**config.mk**
```make
export PLATFORM = sky130hd
export DESIGN_NAME = modulator_pll_config_regs
export DESIGN_NICKNAME = d
export VERILOG_FILES = /design/src/common/mod_pll_pkg.sv /design/src/core/synth_ratio.sv /design/src/core/first_tari_step.sv /design/src/core/modulator_pll_config_regs.sv
export SDC_FILE = /design/constraint.sdc
export NUM_CORES = 1
export LEC_CHECK = 0
export BUFFER_PORTS_ARGS = -buffer_cell sky130_fd_sc_hd__buf_2
export CORE_MARGIN = 3
export CORE_UTILIZATION = 37
export CTS_CLUSTER_SIZE = 8
export DETAILED_ROUTE_END_ITERATION = 8
export PLACE_DENSITY_LB_ADDON = 0.2
export SYNTH_ARGS = -nofsm -noshare
export SYNTH_HDL_FRONTEND = slang
export SYNTH_SLANG_ARGS = --single-unit
```
**constraint.sdc**
```tcl
create_clock -name pclk -period 5.5 [get_ports pclk]
set_clock_uncertainty 0.05 [all_clocks]
set_input_delay 0.55 -clock pclk [delete_from_list [all_inputs] [get_ports pclk]]
set_output_delay 0.55 -clock pclk [all_outputs]
set_load 0.01 [all_outputs]
```
**src/common/mod_pll_pkg.sv**
```systemverilog
// What this block does
// - ramp code selects Tari or 100/200/400us
// - one bit picks linear or sinusoidal transient
// - coarse level 0, -8, -12 dB; 11 reserved
// - first-Tari high period, range 5f to 9d
// - first-Tari step 50/100/200 ns by Tari
// - reference selector gives 125/100/50/25 kHz
// - main divider N = 32*B + 33*A
// - main B split over main regs one, two
// - aux divider N = 32*B + 33*A
// - aux B and A high bits in aux regs
package mod_pll_pkg;

  // -------------------------------------------------------------------------
  // register word indices; the byte address is four times the index
  // -------------------------------------------------------------------------
  localparam logic [7:0] idx_ramp_level  = 8'h15;
  localparam logic [7:0] idx_first_tari  = 8'h16;
  localparam logic [7:0] idx_main_one    = 8'h17;
  localparam logic [7:0] idx_main_two    = 8'h18;
  localparam logic [7:0] idx_main_three  = 8'h19;
  localparam logic [7:0] idx_aux_one     = 8'h1a;
  localparam logic [7:0] idx_aux_two     = 8'h1b;
  localparam logic [7:0] idx_aux_three   = 8'h1c;
  localparam logic [7:0] idx_status      = 8'h1d;
  localparam int         reg_count       = 9;
  localparam int         addr_lsb        = 2;

  // -------------------------------------------------------------------------
  // reset values
  // -------------------------------------------------------------------------
  localparam logic [7:0] rst_ramp_level  = 8'h00;
  localparam logic [7:0] rst_first_tari  = 8'h7e;
  localparam logic [7:0] rst_main_one    = 8'h64;
  localparam logic [7:0] rst_main_two    = 8'h68;
  localparam logic [7:0] rst_main_three  = 8'hfc;
  localparam logic [7:0] rst_aux_one     = 8'h04;
  localparam logic [7:0] rst_aux_two     = 8'h61;
  localparam logic [7:0] rst_aux_three   = 8'h18;

  // -------------------------------------------------------------------------
  // writable bit masks; reserved bits always read zero
  // -------------------------------------------------------------------------
  localparam logic [7:0] mask_full       = 8'hff;
  localparam logic [7:0] mask_ref_b      = 8'h7f;
  localparam logic [7:0] mask_b_high     = 8'h0f;

  // -------------------------------------------------------------------------
  // field positions
  // -------------------------------------------------------------------------
  localparam int ramp_hi      = 7;
  localparam int ramp_lo      = 6;
  localparam int shape_bit    = 5;
  localparam int coarse_hi    = 4;
  localparam int coarse_lo    = 3;
  localparam int fine_hi      = 2;
  localparam int ref_hi       = 6;
  localparam int ref_lo       = 4;
  localparam int b_high_hi    = 3;
  localparam int b_low_lo     = 2;
  localparam int a_high_hi    = 1;
  localparam int div_w        = 10;
  localparam int ratio_w      = 16;

  // -------------------------------------------------------------------------
  // field codes
  // -------------------------------------------------------------------------
  localparam logic [1:0] ramp_tari       = 2'h0;
  localparam logic [1:0] ramp_100us      = 2'h1;
  localparam logic [1:0] ramp_200us      = 2'h2;
  localparam logic [1:0] ramp_400us      = 2'h3;
  localparam logic [1:0] coarse_rsvd     = 2'h3;
  localparam logic [2:0] ref_125k        = 3'h4;
  localparam logic [2:0] ref_100k        = 3'h5;
  localparam logic [2:0] ref_50k         = 3'h6;
  localparam logic [2:0] ref_25k         = 3'h7;
  localparam logic [7:0] tari_len_min    = 8'h5f;
  localparam logic [7:0] tari_len_max    = 8'h9d;
  localparam logic [5:0] mul_b           = 6'h20;
  localparam logic [5:0] mul_a           = 6'h21;

  // -------------------------------------------------------------------------
  // timing in microseconds and nanoseconds at a 4 ns clock
  // -------------------------------------------------------------------------
  localparam int clk_period_ns   = 4;
  localparam int ramp_100_us     = 100;
  localparam int ramp_200_us     = 200;
  localparam int ramp_400_us     = 400;
  localparam int ramp_100_cyc    = ramp_100_us * 1000 / clk_period_ns;
  localparam int ramp_200_cyc    = ramp_200_us * 1000 / clk_period_ns;
  localparam int ramp_400_cyc    = ramp_400_us * 1000 / clk_period_ns;
  localparam int step_short_ns   = 50;
  localparam int step_mid_ns     = 100;
  localparam int step_long_ns    = 200;
  localparam int step_short_cyc  = (step_short_ns + clk_period_ns - 1) / clk_period_ns;
  localparam int step_mid_cyc    = (step_mid_ns + clk_period_ns - 1) / clk_period_ns;
  localparam int step_long_cyc   = (step_long_ns + clk_period_ns - 1) / clk_period_ns;

  // reference comparison frequency in kHz
  localparam logic [7:0] freq_125_khz    = 8'h7d;
  localparam logic [7:0] freq_100_khz    = 8'h64;
  localparam logic [7:0] freq_50_khz     = 8'h32;
  localparam logic [7:0] freq_25_khz     = 8'h19;

  typedef enum logic [1:0] {tari_short, tari_mid, tari_long} tari_sel_t;

endpackage : mod_pll_pkg

```
**src/core/synth_ratio.sv**
```systemverilog
// -------------------------------------------------------------------------
// divider ratio, registered
// -------------------------------------------------------------------------
module synth_ratio #(
  parameter int div_w = 10
) (
  input  wire logic                pclk,
  input  wire logic                presetn,
  input  wire logic [div_w-1:0]    div_b,
  input  wire logic [div_w-1:0]    div_a,
  output logic      [15:0]         ratio
);

  wire [15:0] prod_b = 16'(div_b) * 16'(mod_pll_pkg::mul_b);
  wire [15:0] prod_a = 16'(div_a) * 16'(mod_pll_pkg::mul_a);

  always_ff @(posedge pclk or negedge presetn)
  begin
    if (!presetn)
      ratio <= 16'h0000;
    else
      ratio <= prod_b + prod_a;
  end

endmodule : synth_ratio

```
**src/core/first_tari_step.sv**
```systemverilog
// -------------------------------------------------------------------------
// clock cycles in the first-Tari high period
// -------------------------------------------------------------------------
module first_tari_step (
  input  wire logic                          pclk,
  input  wire logic                          presetn,
  input  wire logic [7:0]                    len_code,
  input  wire mod_pll_pkg::tari_sel_t        tari_sel,
  output logic      [15:0]                   high_cycles
);

  logic [5:0] step_cyc;

  always_comb
  begin
    unique case (tari_sel)
      mod_pll_pkg::tari_short: step_cyc = 6'(mod_pll_pkg::step_short_cyc);
      mod_pll_pkg::tari_mid:   step_cyc = 6'(mod_pll_pkg::step_mid_cyc);
      mod_pll_pkg::tari_long:  step_cyc = 6'(mod_pll_pkg::step_long_cyc);
      default:                 step_cyc = 6'(mod_pll_pkg::step_mid_cyc);
    endcase
  end

  always_ff @(posedge pclk or negedge presetn)
  begin
    if (!presetn)
      high_cycles <= 16'h0000;
    else
      high_cycles <= 16'(len_code) * 16'(step_cyc);
  end

endmodule : first_tari_step

```
**src/core/modulator_pll_config_regs.sv**
```systemverilog
// The APB register port was decided locally.
module modulator_pll_config_regs (
  input  wire logic                   pclk,
  input  wire logic                   presetn,
  input  wire logic                   psel,
  input  wire logic                   penable,
  input  wire logic                   pwrite,
  input  wire logic [7:0]             paddr,
  input  wire logic [31:0]            pwdata,
  input  wire logic [3:0]             pstrb,
  input  wire mod_pll_pkg::tari_sel_t tari_sel,
  output logic      [31:0]            prdata,
  output logic                        pready,
  output logic                        pslverr,
  output logic      [1:0]             ramp_code,
  output logic      [17:0]            ramp_cycles,
  output logic                        ramp_follows_tari,
  output logic                        sine_transient,
  output logic      [1:0]             coarse_atten,
  output logic      [2:0]             fine_atten_db,
  output logic      [7:0]             first_symbol_high_len,
  output logic      [15:0]            first_symbol_cycles,
  output logic      [2:0]             comparison_freq_sel,
  output logic      [7:0]             comparison_freq_khz,
  output logic      [9:0]             main_div_b,
  output logic      [9:0]             main_div_a,
  output logic      [9:0]             aux_div_b,
  output logic      [9:0]             aux_div_a,
  output logic      [15:0]            main_ratio,
  output logic      [15:0]            aux_ratio,
  output logic      [25:0]            carrier_khz,
  output logic                        config_fault
);

  // -------------------------------------------------------------------------
  // register storage
  // -------------------------------------------------------------------------
  logic [7:0] regs [mod_pll_pkg::reg_count];

  localparam logic [7:0] rst_vals [mod_pll_pkg::reg_count] = '{
    mod_pll_pkg::rst_ramp_level, mod_pll_pkg::rst_first_tari,
    mod_pll_pkg::rst_main_one,   mod_pll_pkg::rst_main_two,
    mod_pll_pkg::rst_main_three, mod_pll_pkg::rst_aux_one,
    mod_pll_pkg::rst_aux_two,    mod_pll_pkg::rst_aux_three, 8'h00};

  localparam logic [7:0] wr_masks [mod_pll_pkg::reg_count] = '{
    mod_pll_pkg::mask_full,  mod_pll_pkg::mask_full,
    mod_pll_pkg::mask_ref_b, mod_pll_pkg::mask_full,
    mod_pll_pkg::mask_full,  mod_pll_pkg::mask_b_high,
    mod_pll_pkg::mask_full,  mod_pll_pkg::mask_full, 8'h00};

  // -------------------------------------------------------------------------
  // address decode
  // -------------------------------------------------------------------------
  function automatic logic [3:0] reg_slot(input logic [7:0] addr);
    logic [5:0] w;
    w = addr[7:mod_pll_pkg::addr_lsb];
    if (w >= mod_pll_pkg::idx_ramp_level[5:0] && w <= mod_pll_pkg::idx_status[5:0])
      reg_slot = 4'(w - mod_pll_pkg::idx_ramp_level[5:0]);
    else
      reg_slot = 4'hf;
  endfunction : reg_slot

  wire [3:0] slot      = reg_slot(paddr);
  wire       mapped    = (slot != 4'hf) && (paddr[1:0] == 2'h0);
  wire       access    = psel && penable && !pready;
  wire       wr_ok     = access && pwrite && mapped && pstrb[0]
                         && (slot != 4'(mod_pll_pkg::reg_count - 1));
  wire       bad       = !mapped || (pwrite && slot == 4'(mod_pll_pkg::reg_count - 1));

  // -------------------------------------------------------------------------
  // field views
  // -------------------------------------------------------------------------
  wire [7:0] r_lvl  = regs[0];
  wire [7:0] r_tari = regs[1];
  wire [7:0] r_m1   = regs[2];
  wire [7:0] r_m2   = regs[3];
  wire [7:0] r_m3   = regs[4];
  wire [7:0] r_x1   = regs[5];
  wire [7:0] r_x2   = regs[6];
  wire [7:0] r_x3   = regs[7];

  wire [1:0] f_ramp   = r_lvl[mod_pll_pkg::ramp_hi:mod_pll_pkg::ramp_lo];
  wire [1:0] f_coarse = r_lvl[mod_pll_pkg::coarse_hi:mod_pll_pkg::coarse_lo];
  wire [2:0] f_fine   = r_lvl[mod_pll_pkg::fine_hi:0];
  wire [2:0] f_ref    = r_m1[mod_pll_pkg::ref_hi:mod_pll_pkg::ref_lo];
  wire [9:0] f_mb     = {r_m1[mod_pll_pkg::b_high_hi:0], r_m2[7:mod_pll_pkg::b_low_lo]};
  wire [9:0] f_ma     = {r_m2[mod_pll_pkg::a_high_hi:0], r_m3};
  wire [9:0] f_xb     = {r_x1[mod_pll_pkg::b_high_hi:0], r_x2[7:mod_pll_pkg::b_low_lo]};
  wire [9:0] f_xa     = {r_x2[mod_pll_pkg::a_high_hi:0], r_x3};

  // ramp length in clock cycles, zero when Tari sets it
  logic [17:0] next_ramp_cycles;
  always_comb
  begin
    unique case (f_ramp)
      mod_pll_pkg::ramp_tari:  next_ramp_cycles = 18'h00000;
      mod_pll_pkg::ramp_100us: next_ramp_cycles = 18'(mod_pll_pkg::ramp_100_cyc);
      mod_pll_pkg::ramp_200us: next_ramp_cycles = 18'(mod_pll_pkg::ramp_200_cyc);
      mod_pll_pkg::ramp_400us: next_ramp_cycles = 18'(mod_pll_pkg::ramp_400_cyc);
    endcase
  end

  // reserved selector codes give zero, so the carrier estimate reads zero
  logic [7:0] next_freq;
  logic       ref_bad;
  always_comb
  begin
    ref_bad = 1'b0;
    unique case (f_ref)
      mod_pll_pkg::ref_125k: next_freq = mod_pll_pkg::freq_125_khz;
      mod_pll_pkg::ref_100k: next_freq = mod_pll_pkg::freq_100_khz;
      mod_pll_pkg::ref_50k:  next_freq = mod_pll_pkg::freq_50_khz;
      mod_pll_pkg::ref_25k:  next_freq = mod_pll_pkg::freq_25_khz;
      default:
      begin
        next_freq = 8'h00;
        ref_bad   = 1'b1;
      end
    endcase
  end

  // software is trusted with codes; the fault flag only reports them
  wire coarse_bad = (f_coarse == mod_pll_pkg::coarse_rsvd);
  wire tari_bad   = (r_tari < mod_pll_pkg::tari_len_min) ||
                    (r_tari > mod_pll_pkg::tari_len_max);
  wire next_fault = coarse_bad || tari_bad || ref_bad;

  // -------------------------------------------------------------------------
  // ratio and timing helpers
  // -------------------------------------------------------------------------
  logic [15:0] main_n;
  logic [15:0] aux_n;

  synth_ratio #(.div_w(mod_pll_pkg::div_w)) u_main_ratio (
    .pclk    (pclk),
    .presetn (presetn),
    .div_b   (f_mb),
    .div_a   (f_ma),
    .ratio   (main_n)
  );

  synth_ratio #(.div_w(mod_pll_pkg::div_w)) u_aux_ratio (
    .pclk    (pclk),
    .presetn (presetn),
    .div_b   (f_xb),
    .div_a   (f_xa),
    .ratio   (aux_n)
  );

  first_tari_step u_tari (
    .pclk        (pclk),
    .presetn     (presetn),
    .len_code    (r_tari),
    .tari_sel    (tari_sel),
    .high_cycles (first_symbol_cycles)
  );

  assign main_ratio = main_n;
  assign aux_ratio  = aux_n;

  wire [25:0] next_carrier = 26'(main_n) * 26'(comparison_freq_khz);

  // -------------------------------------------------------------------------
  // register writes
  // -------------------------------------------------------------------------
  genvar g;
  generate
    for (g = 0; g < mod_pll_pkg::reg_count; g++)
    begin : g_reg
      always_ff @(posedge pclk or negedge presetn)
      begin
        if (!presetn)
          regs[g] <= rst_vals[g];
        else if (wr_ok && slot == 4'(g))
          regs[g] <= pwdata[7:0] & wr_masks[g];
      end
    end
  endgenerate

  // -------------------------------------------------------------------------
  // bus answer: one wait state, pready on the second access cycle
  // -------------------------------------------------------------------------
  wire [7:0] status_byte = {7'h00, config_fault};
  // unmapped reads return zero, status included at a misaligned address
  wire [7:0] rd_byte     = !mapped ? 8'h00 :
                           (slot == 4'(mod_pll_pkg::reg_count - 1)) ? status_byte : regs[slot];

  always_ff @(posedge pclk or negedge presetn)
  begin
    if (!presetn)
    begin
      pready  <= 1'b0;
      pslverr <= 1'b0;
      prdata  <= 32'h00000000;
    end
    else
    begin
      pready  <= psel && penable && !pready;
      pslverr <= access && bad;
      prdata  <= (access && !pwrite) ? {24'h000000, rd_byte} : 32'h00000000;
    end
  end

  // -------------------------------------------------------------------------
  // registered field outputs
  // -------------------------------------------------------------------------
  always_ff @(posedge pclk or negedge presetn)
  begin
    if (!presetn)
    begin
      ramp_code             <= 2'h0;
      ramp_cycles           <= 18'h00000;
      ramp_follows_tari     <= 1'b1;
      sine_transient        <= 1'b0;
      coarse_atten          <= 2'h0;
      fine_atten_db         <= 3'h0;
      first_symbol_high_len <= 8'h00;
      comparison_freq_sel   <= 3'h0;
      comparison_freq_khz   <= 8'h00;
      main_div_b            <= 10'h000;
      main_div_a            <= 10'h000;
      aux_div_b             <= 10'h000;
      aux_div_a             <= 10'h000;
      carrier_khz           <= 26'h0000000;
      config_fault          <= 1'b0;
    end
    else
    begin
      ramp_code             <= f_ramp;
      ramp_cycles           <= next_ramp_cycles;
      ramp_follows_tari     <= (f_ramp == mod_pll_pkg::ramp_tari);
      sine_transient        <= r_lvl[mod_pll_pkg::shape_bit];
      coarse_atten          <= f_coarse;
      fine_atten_db         <= f_fine;
      first_symbol_high_len <= r_tari;
      comparison_freq_sel   <= f_ref;
      comparison_freq_khz   <= next_freq;
      main_div_b            <= f_mb;
      main_div_a            <= f_ma;
      aux_div_b             <= f_xb;
      aux_div_a             <= f_xa;
      carrier_khz           <= next_carrier;
      config_fault          <= next_fault;
    end
  end

endmodule : modulator_pll_config_regs

```
# Word level (Yosys, flattened, before mapping)

Cells that the tools add are included.

Flip-flop bits (word level): 225
Input bits: 51
Output and inout bits: 195
Logic and storage cells: 103

Add/sub/neg operators: 3
$mul: 4
$lt $le $gt $ge: 5
Equality and inequality tests: 19
Muxes and demuxes: 11
Bitwise logic cells: 1
Reductions and logical operators: 31

Operators by type and width:

| kind                                                               | number |
|---|---|
| case mux 18 bit (4 select lines)                                   | 1 |
| 2-to-1 mux 8 bit                                                   | 5 |
| adder 15 x 16 -> 16 bit                                            | 2 |
| binary-select mux 8 bit (select 4 bit)                             | 1 |
| multiplier 10 x 6 -> 16 bit (second input constant)                | 2 |
| case mux 7 bit (4 select lines)                                    | 1 |
| multiplier 16 x 7 -> 23 bit                                        | 1 |
| logical AND 1 bit                                                  | 19 |
| == test 4 x 3 -> 1 bit (second input constant)                     | 4 |
| multiplier 8 x 6 -> 14 bit                                         | 1 |
| == test 3 bit (second input constant)                              | 4 |
| case mux 6 bit (2 select lines)                                    | 1 |
| == test 2 bit (second input constant)                              | 4 |
| == test 4 x 2 -> 1 bit (second input constant)                     | 2 |
| > comparator 8 bit (second input constant)                         | 1 |
| < comparator 8 x 7 -> 1 bit (second input constant)                | 1 |
| inequality test 4 bit (second input constant)                      | 2 |
| greater-or-equal comparator 6 x 5 -> 1 bit (second input constant) | 1 |
| less-or-equal comparator 6 x 5 -> 1 bit (second input constant)    | 1 |
| zero test 2 bit                                                    | 3 |
| greater-or-equal comparator 5 bit (second input constant)          | 1 |
| inverter 4 -> 5 bit                                                | 1 |
| == test 4 x 1 -> 1 bit (second input constant)                     | 1 |
| == test 4 bit (second input constant)                              | 1 |
| 8 further kinds                                                    | 13 |

# Longest topological paths before layout

Gate-level depths: netlist (run 1).

Word-level depth: 10
Mapped depth: 18
Mapped depth without buffers: 17

# Modules after synthesis

A second synthesis (run 1) with hierarchy kept.

Cells, all modules: 1270
Area, all modules: 14131.1 um^2

By module, submodules not included:

| module                    | instances | cells each | area an instance (um^2) |
|---|---|---|---|
| modulator_pll_config_regs | 1         | 894        | 10067.2 |
| synth_ratio               | 2         | 97         | 1152.4 |
| first_tari_step           | 1         | 182        | 1759.2 |

# Worst setup path after synthesis (run 1)

No wires, ideal clock.

Kind: flip-flop to flip-flop
Start: register comparison_freq_khz[2]
End: register carrier_khz[21]
Library setup time: 80 ps
Arrival: 4690 ps
Data required time: 5370 ps
Setup slack: 680 ps
Stages on the path, launching flop included: 18
Cells stage by stage: dfrtp_1 > clkbuf_1 > and2_1 > inv_1 > fa_1 > fa_1 > inv_1 > fa_1 > inv_1 > fa_1 > inv_1 > ha_1 > a2111oi_0 > o31a_1 > a2bb2oi_1 > o221ai_1 > a31oi_1 > xnor2_1

Word-level cells in the longest chain between the ends: 1

RTL lines:

| element                     | line                             | text |
|---|---|---|
| start, declared             | modulator_pll_config_regs.sv:24  | `output logic [7:0] comparison_freq_khz,` |
| start signal, assigned      | modulator_pll_config_regs.sv:238 | `comparison_freq_khz <= next_freq;` |
| multiplier 16 x 7 -> 23 bit | modulator_pll_config_regs.sv:162 | `wire [25:0] next_carrier = 26'(main_n) * 26'(comparison_freq_khz);` |
| named net next_carrier[21]  | modulator_pll_config_regs.sv:162 |  |
| end signal, assigned        | modulator_pll_config_regs.sv:243 | `carrier_khz <= next_carrier;` |
| end, declared               | modulator_pll_config_regs.sv:31  | `output logic [25:0] carrier_khz,` |

The timed path passes the listed nets, and every way through them passes these cells.
A chain may end at the register's enable or synchronous reset.

# Worst setup path in the final report (run 1)

Start: register u_main_ratio.ratio[4]
End: register carrier_khz[21]

Word-level cells in the longest chain between the ends: 1

RTL lines:

| element                     | line                             | text |
|---|---|---|
| start, declared             | synth_ratio.sv:11                | `output logic [15:0] ratio` |
| start signal, assigned      | synth_ratio.sv:22                | `ratio <= prod_b + prod_a;` |
| multiplier 16 x 7 -> 23 bit | modulator_pll_config_regs.sv:162 |  |
| named net next_carrier[21]  | modulator_pll_config_regs.sv:162 |  |

The timed path passes the listed nets, and every way through them passes these cells.

==> results of run 1 <==
area by class of cell:
class / count / area share [%]
Tap cell: 455 / 3.76
Timing Repair Buffer: 193 / 6.71
Inverter: 173 / 4.28
Multi-Input combinational cell: 787 / 48.2
Clock inverter: 12 / 0.875
Clock buffer: 20 / 2.95
Sequential cell: 200 / 33.2
cell families after synthesis:
group	Yosys count	synth area share, %
flops	200	37.7
fa+ha+maj	224	26.6
mux	75	6.18
compound gates	153	7.67
buf+inv	246	8.51
simple gates	251	10.1
xor+xnor	48	3.15
other cells	1	0.0281
power by group:
part	internal [mW]	leakage, nW	switching (mW)	total, mW
Sequential	1.48	2.70	0.00739	1.48
Clock	0.618	0.276	0.629	1.25
Combinational	0.0364	5.68	0.109	0.145
Total	2.13	8.65	0.745	2.88
final timing paths:
kind	start	to	slack, ns	cells past startpoint
worst max register to register	u_main_ratio.ratio[4]	carrier_khz[21]	0.42	17
worst max-delay path	u_main_ratio.ratio[4]	carrier_khz[21]	0.42	17
max in group asynchronous	presetn	main_div_a[6]	3.55	3
min in group asynchronous	presetn	ramp_cycles[13]	0.50	2
worst min-delay path	pwrite	prdata[0]	0.30	2
worst min register to register	r_x2[4]	aux_div_b[2]	0.35	0
synth_stat cells, types with 5 or more instances:
master / count
nor2b_1: 10
nor3_1: 10
dfstp_2: 25
inv_1: 173
a31oi_1: 8
o21bai_1: 8
mux2i_1: 16
xor2_1: 18
nand2b_1: 5
o221ai_1: 8
mux2_2: 59
nand3_1: 8
nand2_1: 86
xnor2_1: 30
ha_1: 124
buf_4: 55
nor2_1: 43
dfrtp_1: 175
buf_2: 5
fa_1: 100
a21oi_1: 41
a21o_1: 15
clkbuf_1: 13
o21ai_0: 27
and2_1: 48
o211ai_1: 8
per-stage QoR:
step                      hold WS (ns)  instances  utilization (%)  setup WS (ns)
after global routing             0.298       1840             43.3         0.0989
after floorplan                  0.204       1233                -          0.680
after CTS                        0.285       1840             43.3          0.387
final                            0.302       1840             43.3          0.424
after detailed placement         0.335       1807             41.6          0.419
after global placement           0.334       1807             41.6          0.456
cells in the final DEF, fill, tap and decap left out, drive strengths merged, types with 42 or more instances in the layout:
master and n:
buf 191, ha 124, inv 179, fa 100, and2 48, dfrtp 175
nand2 86, a21oi 42, mux2 59, nor2 48
flip-flops by register name, summed over array words and instances, names as in the netlist, 3 cells and up:
register,count
r_m3,8
r_x3,8
first_symbol_high_len,8
carrier_khz,23
prdata,8
r_lvl,8
comparison_freq_khz,5
r_x2,8
main_div_b,10
main_div_a,5
aux_div_b,10
ramp_cycles,6
comparison_freq_sel,3
r_m2,8
fine_atten_db,3
u_aux_ratio.ratio,16
aux_div_a,5
u_main_ratio.ratio,16
r_m1,7
r_tari,8
u_tari.high_cycles,14
r_x1,4
what timing repair did:
action / CTS / global route
resized for setup: 0 / 0
hold buffers: 1 / 0
hold endpoints to repair: 26 / 0
worst max-delay path: stages (launching register included):
cell and delay, ns:
dfrtp_1 0.46, nand2_1 0.21, inv_1 0.09, fa_1 0.53, inv_1 0.05, fa_1 0.47, inv_1 0.05, fa_1 0.53
inv_1 0.05, fa_1 0.49, inv_1 0.04, ha_1 0.35, a2111oi_0 0.40, o31a_1 0.24, a2bb2oi_1 0.35, o221ai_1 0.26
a31oi_1 0.24, xnor2_1 0.13
routing by layer:
| metal | vias up | wire length [um] |
|---|---|---|
| li1 | 4214 | - |
| met3 | 24 | 1390 |
| met2 | 174 | 15900 |
| met5 | - | 7 |
| met1 | 4342 | 14500 |
| met4 | 2 | 341 |
==> impl_metrics.tcl, run 1 <==
set metrics [dict create \
    status "finished, final reports clean" \
    critPathRequiredTime_ns 5.81 \
    drtIter0Drc 328 \
    dieWidth_um 196 \
    ant_nets 0 \
    synth-seq-area-share_pct 37.7 \
    slew_viol_final 0 \
    antenna_cells 0 \
    core.rowCount 68 \
    cts_made_buffers 17 \
    drt_pass1_iterations 4 \
    arrival_ns 5.39 \
    finish.instance_area_sq_um 15200 \
    top_level_ports 246 \
    clk_pin_slew_ns 0.08 \
    setup_viol 0 \
    finalPower_mw 2.88 \
    start_util_pct 38.1 \
    max_freq_ghz 0.197 \
    cts_tree "built" \
    rsz0062_at_grt "false" \
    htreeDepth 4 \
    overflow 0 \
    dpl_cell_area_sq_um 14600 \
    top_usage_layer "met2" \
    multi_input_area_sq_um 7310 \
    area_growth_pct 13.6 \
    worst_setup_path_end_kind "flop" \
    ys.flop_type "dfrtp_1" \
    grt_use_total_pct 17.0 \
    relSlewSlack_pct 20.4 \
    synth_seq_cells 200 \
    power_density_nw_per_um2 190 \
    synthTopCellsByArea "dfrtp_1 (33%), fa_1 (15%), ha_1 (12%)" \
    io_buffers 182 \
    critPathMaxFanout 7 \
    yosys.area.top_type "dfrtp_1" \
    die_y_um 196 \
    syn_avg_cell_area_sq_um 11.1 \
    grtUsageMet3_pct 3.57 \
    drc 0 \
    async_flop_share_pct 100 \
    p_leak_nw 8.65 \
    synthCells 1198 \
    synth_edf_count 0 \
    yosysTopAreaCellShare_pct 32.8 \
    met2_usage_pct 28.8 \
    grtUsageMet1_pct 22.7 \
    clk_latency_ns 0.45 \
    fin_tns_setup_ns 0 \
    post_cts_buffers 0 \
    grt_pass1_wl_um 51000 \
    finalHoldViolations 0 \
    vias_per_cell 4.76 \
    setup.worst_path.class "reg2reg" \
    routed_wl_um 32100 \
    root_buffer "clkbuf_16" \
    wire_per_inst_um 17.5 \
    first_global_vias 9077 \
    dieArea_sq_um 38400 \
    cp-start-kind "flop" \
    vias 8756 \
    grt_max_degree 174 \
    ir_drop_uv 195 \
    fillers 3404 \
    worst_slew_pin_slew_ns 1.19 \
    final_net_count 1647 \
    syn-cell-area_sq_um 13400 \
    cts_sinks 200 \
    yosys.cell_types.count 67 \
    clk_path_buf_depth 2 \
    regArea_sq_um 5040 \
    gp_congestion 0.871 \
    antenna_found_initial 1 \
    drive_above_1_share_pct 23.8 \
    drv_cap 0 \
    dp_hpwl_um 24700 \
    min_period_ns 5.08 \
    core_sq_um 35100 \
    fin_crit_sh_pct 92.3 \
    hp-class "in2reg" \
    yosys_warnings 0 \
]
Note: power is estimated with default switching activity, not from simulation.
==> inputs of run 2 (changes only) <==
--- a/config.mk
+++ b/config.mk
@@ -6,11 +6,11 @@
 export NUM_CORES = 1
 export LEC_CHECK = 0
 export BUFFER_PORTS_ARGS = -buffer_cell sky130_fd_sc_hd__buf_2
-export CORE_MARGIN = 3
+export CORE_MARGIN = 2
 export CORE_UTILIZATION = 37
 export CTS_CLUSTER_SIZE = 8
 export DETAILED_ROUTE_END_ITERATION = 8
-export PLACE_DENSITY_LB_ADDON = 0.2
+export PLACE_DENSITY = 0.64
 export SYNTH_ARGS = -nofsm -noshare
 export SYNTH_HDL_FRONTEND = slang
 export SYNTH_SLANG_ARGS = --single-unit
==> run 2 against run 1 <==
  * Die area fell by 2.0%
  * Core utilization fell by 0.53 points
  * Combinational power about the same
  * Power is 2.7% higher
  * Largest cell class unchanged
  * Largest power group unchanged
==> impl_metrics.tcl, run 2 (synthesized netlist as in run 1, its figures left out) <==
set metrics [dict create \
    post-place-cells 1813 \
    r2r_slack_ns 0.36 \
    drv_cap 0 \
    fin_util_pct 42.7 \
    ant_nets 0 \
    grt_max_degree 104 \
    p_leak_nw 8.67 \
    io_buffers 182 \
    largestRegisters "carrier_khz: 23 flops, u_aux_ratio.ratio: 16 flops, u_main_ratio.ratio: 16 flops" \
    htreeDepth 4 \
    regArea_sq_um 5040 \
    gp_congestion 0.896 \
    routed_wl_um 31800 \
    vias 9036 \
    first_global_vias 9157 \
    reg2reg_to "carrier_khz[21]" \
    final_cell_mix "buf_2 (181), dfrtp_1 (175), inv_1 (173), ha_1 (124), fa_1 (100)" \
    final_cells 1846 \
    multi_input_area_sq_um 7310 \
    arrival_ns 5.46 \
    dp_hpwl_um 24900 \
    cp-start-kind "flop" \
    wire_per_inst_um 17.2 \
    final_common_cell "buf_2" \
    pre_cts_ws_ns 0.360 \
    worst_slew_pin_slew_ns 0.835 \
    relSlewSlack_pct 44.3 \
    post_cts_buffers 0 \
    start_util_pct 37.5 \
    core_sq_um 35600 \
    timing.rr.start "u_main_ratio.ratio[4]" \
    final_net_count 1646 \
    worst_slack_ns 0.360 \
    drt_pass1_iterations 5 \
    clk_path_buf_depth 2 \
    status "finished, final reports clean" \
    drc 0 \
    cts_tree "built" \
    max_freq_ghz 0.195 \
    clk_pin_slew_ns 0.09 \
    grt_use_total_pct 17.3 \
    area_growth_pct 13.8 \
    grt_pass1_wl_um 50800 \
    cts_made_buffers 17 \
    fin_crit_sh_pct 93.4 \
    min_period_ns 5.14 \
    ir_drop_uv 209 \
    core.rowCount 69 \
    critPathRequiredTime_ns 5.82 \
    finalPower_mw 2.95 \
    drtIter0Drc 427 \
    slew_viol_final 0 \
    worst_setup_path_end_kind "flop" \
    power_density_nw_per_um2 194 \
    cts_hold_buf 0 \
    die_y_um 194 \
    setup_viol 0 \
    antenna_found_initial 1 \
    top_register "carrier_khz" \
    setup.worst_path.class "reg2reg" \
    fin_tns_setup_ns 0 \
    post_cts_resized 0 \
    overflow 0 \
    drive_above_1_share_pct 24.0 \
    dieWidth_um 194 \
    critPathMaxFanout 7 \
    clk_latency_ns 0.45 \
    rsz0062_at_grt "false" \
    largest_reg_flops 23 \
    r2r_cells 17 \
    critPathLaunch "u_main_ratio.ratio[4]" \
    fillers 3408 \
    finalHoldViolations 0 \
    top_level_ports 246 \
    hp-class "in2async" \
    root_buffer "clkbuf_16" \
    cts_sinks 200 \
    dieArea_sq_um 37600 \
    vias_per_cell 4.89 \
]
run 2: cell types whose count changed in the layout (fill, tap and decap cells not counted), moves of 2 or more:
cell and delta:
clkbuf_1 -2, clkinvlp_4 -2, inv_12 +3, inv_8 +2
run 2: layout make-up:
type | count | share of cell area (%)
multi-input combinational | 787 | 48.1
sequential | 200 | 33.1
timing repair buffer | 192 | 6.55
inverter | 173 | 4.27
tap | 461 | 3.80
clock buffer | 17 | 2.80
clock inverter | 15 | 1.32
antenna | 1 | 0.0165
run 2: through the flow:
step | cell area (sq um) | hold WS (ns)
floorplan | 13500 | 0.204
global placement | 14600 | 0.334
detailed placement | 14600 | 0.336
CTS | 15200 | 0.150
global route | 15200 | 0.157
finish | 15200 | 0.0907
run 2: worst max-delay path by stage:
stage                                  to
after global placement    carrier_khz[21]
after global routing      carrier_khz[21]
after detailed placement  carrier_khz[21]
after floorplan           carrier_khz[21]
after CTS                 carrier_khz[21]
final                     carrier_khz[21]
run 2: routing by layer:
metal	wire length [um]	track usage [%]	vias to the layer above	part of all wire (%)
met5	0	0	-	0
met4	438	3.93	0	1.4
met3	1800	3.84	26	5.6
met2	16000	29.9	245	50
met1	13600	22.3	4549	43
li1	-	-	4216	-
run 2: critical path, cell delays in order (launching register included):
cell and delay, ns:
dfrtp_1 0.48, nand2_1 0.23, inv_1 0.09, fa_1 0.53
inv_1 0.05, fa_1 0.47, inv_1 0.05, fa_1 0.53
inv_1 0.05, fa_1 0.49, inv_1 0.04, ha_1 0.35
a2111oi_0 0.44, o31a_1 0.24, a2bb2oi_1 0.36, o221ai_1 0.24
a31oi_1 0.24, xnor2_1 0.13
run 2: where the power goes:
part           switching, mW  leakage (nW)  internal (mW)
clock                  0.688         0.305          0.637
sequential           0.00723          2.70           1.48
combinational          0.108          5.67         0.0356
total                  0.804          8.67           2.15
==> inputs of run 3 (changes only) <==
--- a/config.mk
+++ b/config.mk
@@ -13,4 +13,5 @@
 export PLACE_DENSITY = 0.64
 export SYNTH_ARGS = -nofsm -noshare
 export SYNTH_HDL_FRONTEND = slang
+export SYNTH_HIERARCHICAL = 1
 export SYNTH_SLANG_ARGS = --single-unit
==> run 3 against run 2 <==
  * First-iteration DRC count rose by 26%
  * Non-clock buffer count fell by 5
  * Largest power group is now clock
  * Via count rose by 8.4%
==> impl_metrics.tcl, run 3 <==
set metrics [dict create \
    clk_pin_slew_ns 0.05 \
    arrival_ns 5.56 \
    timing.rr.start "comparison_freq_khz[3]" \
    final_net_count 1728 \
    drt_pass1_iterations 5 \
    finish.instance_area_sq_um 16300 \
    routed_wl_um 34100 \
    synthTopCellsByArea "dfrtp_1 (33%), fa_1 (14%), ha_1 (11%)" \
    reg2reg_to "carrier_khz[20]" \
    cts_tree "built" \
    top_level_ports 246 \
    area_growth_pct 15.6 \
    max_stage_delay_ns 0.70 \
    yosys_warnings 6 \
    grt_use_total_pct 17.4 \
    htreeDepth 1 \
    dp_hpwl_um 25400 \
    first_global_vias 9911 \
    die_y_um 199 \
    r2r_slack_ns 0.34 \
    largest_reg_flops 23 \
    hp-class "in2reg" \
    dieArea_sq_um 39800 \
    async_flop_share_pct 100 \
    yosysTopAreaCellShare_pct 32.8 \
    root_buffer "clkbuf_16" \
    critPathLaunch "comparison_freq_khz[3]" \
    syn_avg_cell_area_sq_um 11.1 \
    critPathCapture "carrier_khz[20]" \
    drc 0 \
    relSlewSlack_pct 39.1 \
    synthCells 1270 \
    min_from "pwrite" \
    yosys.area.top_type "dfrtp_1" \
    worst_slew_pin_slew_ns 0.913 \
    drv_cap 0 \
    clk_path_buf_depth 3 \
    status "finished, final reports clean" \
    p_leak_nw 9.03 \
    finalHoldViolations 0 \
    vias_per_cell 4.93 \
    yosys.cell_types.count 81 \
    cp_cell_sequence "nand2_1 > fa_1 > inv_1 > fa_1 > fa_1 > inv_1 > fa_1 > inv_1 > ha_1 > o21a_1 > o21a_1 > a2111oi_0 > o211ai_1 > o311ai_0" \
    ant_nets 0 \
    antenna_cells 0 \
    grt_pass1_wl_um 53800 \
    cts_made_buffers 31 \
    ir_drop_uv 237 \
    path_delay_family "adder cells" \
    fillers 3656 \
    gp_congestion 0.865 \
    vias 9796 \
    core.rowCount 71 \
    cp.depth 14 \
    io_buffers 182 \
    power_density_nw_per_um2 214 \
    final_cell_mix "inv_1 (184), dfrtp_1 (184), buf_2 (181), ha_1 (126), fa_1 (98)" \
    fin_util_pct 43.4 \
    min_period_ns 5.16 \
    r2r_cells 14 \
    drtIter0Drc 536 \
    setup_viol 0 \
    critPathRequiredTime_ns 5.90 \
    synth_edf_count 0 \
    dpl_cell_area_sq_um 15400 \
    largestRegisters "carrier_khz: 23 flops, u_aux_ratio/ratio: 16 flops, u_main_ratio/ratio: 16 flops" \
    cp-start-kind "flop" \
    cts_sinks 210 \
    antenna_found_initial 2 \
    ys.flop_type "dfrtp_1" \
    dieWidth_um 199 \
    top_register "carrier_khz" \
    fin_crit_sh_pct 93.9 \
    synth_most_common_cell "dfrtp_1" \
    worst_setup_path_end_kind "flop" \
    synth-seq-area-share_pct 37.4 \
    wire_per_inst_um 17.1 \
    rsz0062_at_grt "false" \
    core_sq_um 37700 \
    syn-cell-area_sq_um 14100 \
    critPathMaxFanout 18 \
    start_util_pct 37.5 \
    max_freq_ghz 0.194 \
    fin_tns_setup_ns 0 \
    slew_viol_final 0 \
    cp_num_buf_inv 3 \
    cpMaxStageDelayCell "dfrtp_1" \
    synth_seq_cells 210 \
    drive_above_1_share_pct 24.3 \
    clk_latency_ns 0.59 \
    finalPower_mw 3.50 \
    overflow 0 \
    setup.worst_path.class "reg2reg" \
    synth_commonest_cells "dfrtp_1 (185), inv_1 (184), ha_1 (126)" \
    crit_top_cell "fa_1" \
    grt_max_degree 180 \
]
==> run 3: logic make-up (layout without fill, tap and decap cells) <==
family,count (synthesis),count (layout),share of synthesized area [%]
AO/OA/AOI/OAI,178,178,9.51
XOR/XNOR,44,44,2.73
adder cells (fa/ha/maj),224,224,25.0
buffers and inverters,257,431,8.21
flip-flops,210,210,37.4
multiplexers,72,72,5.76
other,2,36,0.0531
AND/OR/NAND/NOR,283,283,11.3
==> run 3: area by class of cell <==
type / count / area [sq um] / share of cell area (%)
clock buffers: 55 / 886 / 5.42
clock inverters: 3 / 32.5 / 0.199
inverters: 186 / 698 / 4.27
multi-input cells: 837 / 7820 / 47.9
flip-flops and latches: 210 / 5290 / 32.4
well taps: 511 / 639 / 3.91
repair buffers: 187 / 973 / 5.96
==> run 3: power breakdown <==
part / switching, mW / internal, mW / total [mW]
clock: 0.707 / 1.08 / 1.78
sequential: 0.00724 / 1.56 / 1.56
combinational: 0.117 / 0.0384 / 0.155
total: 0.831 / 2.67 / 3.50
==> run 3: worst min-delay path by stage <==
stage | to | cells after the start
floorplan | aux_div_a[0] | 0
CTS | pslverr | 3
finish | pslverr | 3
global route | pslverr | 3
detailed placement | fine_atten_db[2] | 0
global placement | fine_atten_db[1] | 0
==> run 3: per-layer routing <==
layer / vias up / global-route usage (%) / wire length [um]
met2: 279 / 29.4 / 16700
met1: 4920 / 23.2 / 14800
met5: - / 0 / 20
met4: 4 / 4.33 / 684
li1: 4538 / - / -
met3: 55 / 3.12 / 1900
==> run 3: timing repair <==
action                                  in CTS  in global routing
resized for setup                            0                  2
endpoints found under the hold margin       31                  0
setup buffers                                0                  0
hold buffers                                 1                  0
endpoints found under the setup margin       0                  2
==> run 3: through the flow <==
step                hold slack (ns)  std cells  setup slack [ns]
detailed placement            0.348       1930             0.300
global placement              0.348       1930             0.278
floorplan                     0.204       1304             0.685
CTS                           0.168       1989             0.277
global route                  0.202       1989            0.0186
finish                        0.196       1989             0.336
==> run 3: worst min-delay path, delay by kind of cell <==
kind	cells	cell delay [ns]
AOI/OAI and AO/OA	1	0.06
buffers and inverters	1	0.12
and+or+nand+nor	1	0.05
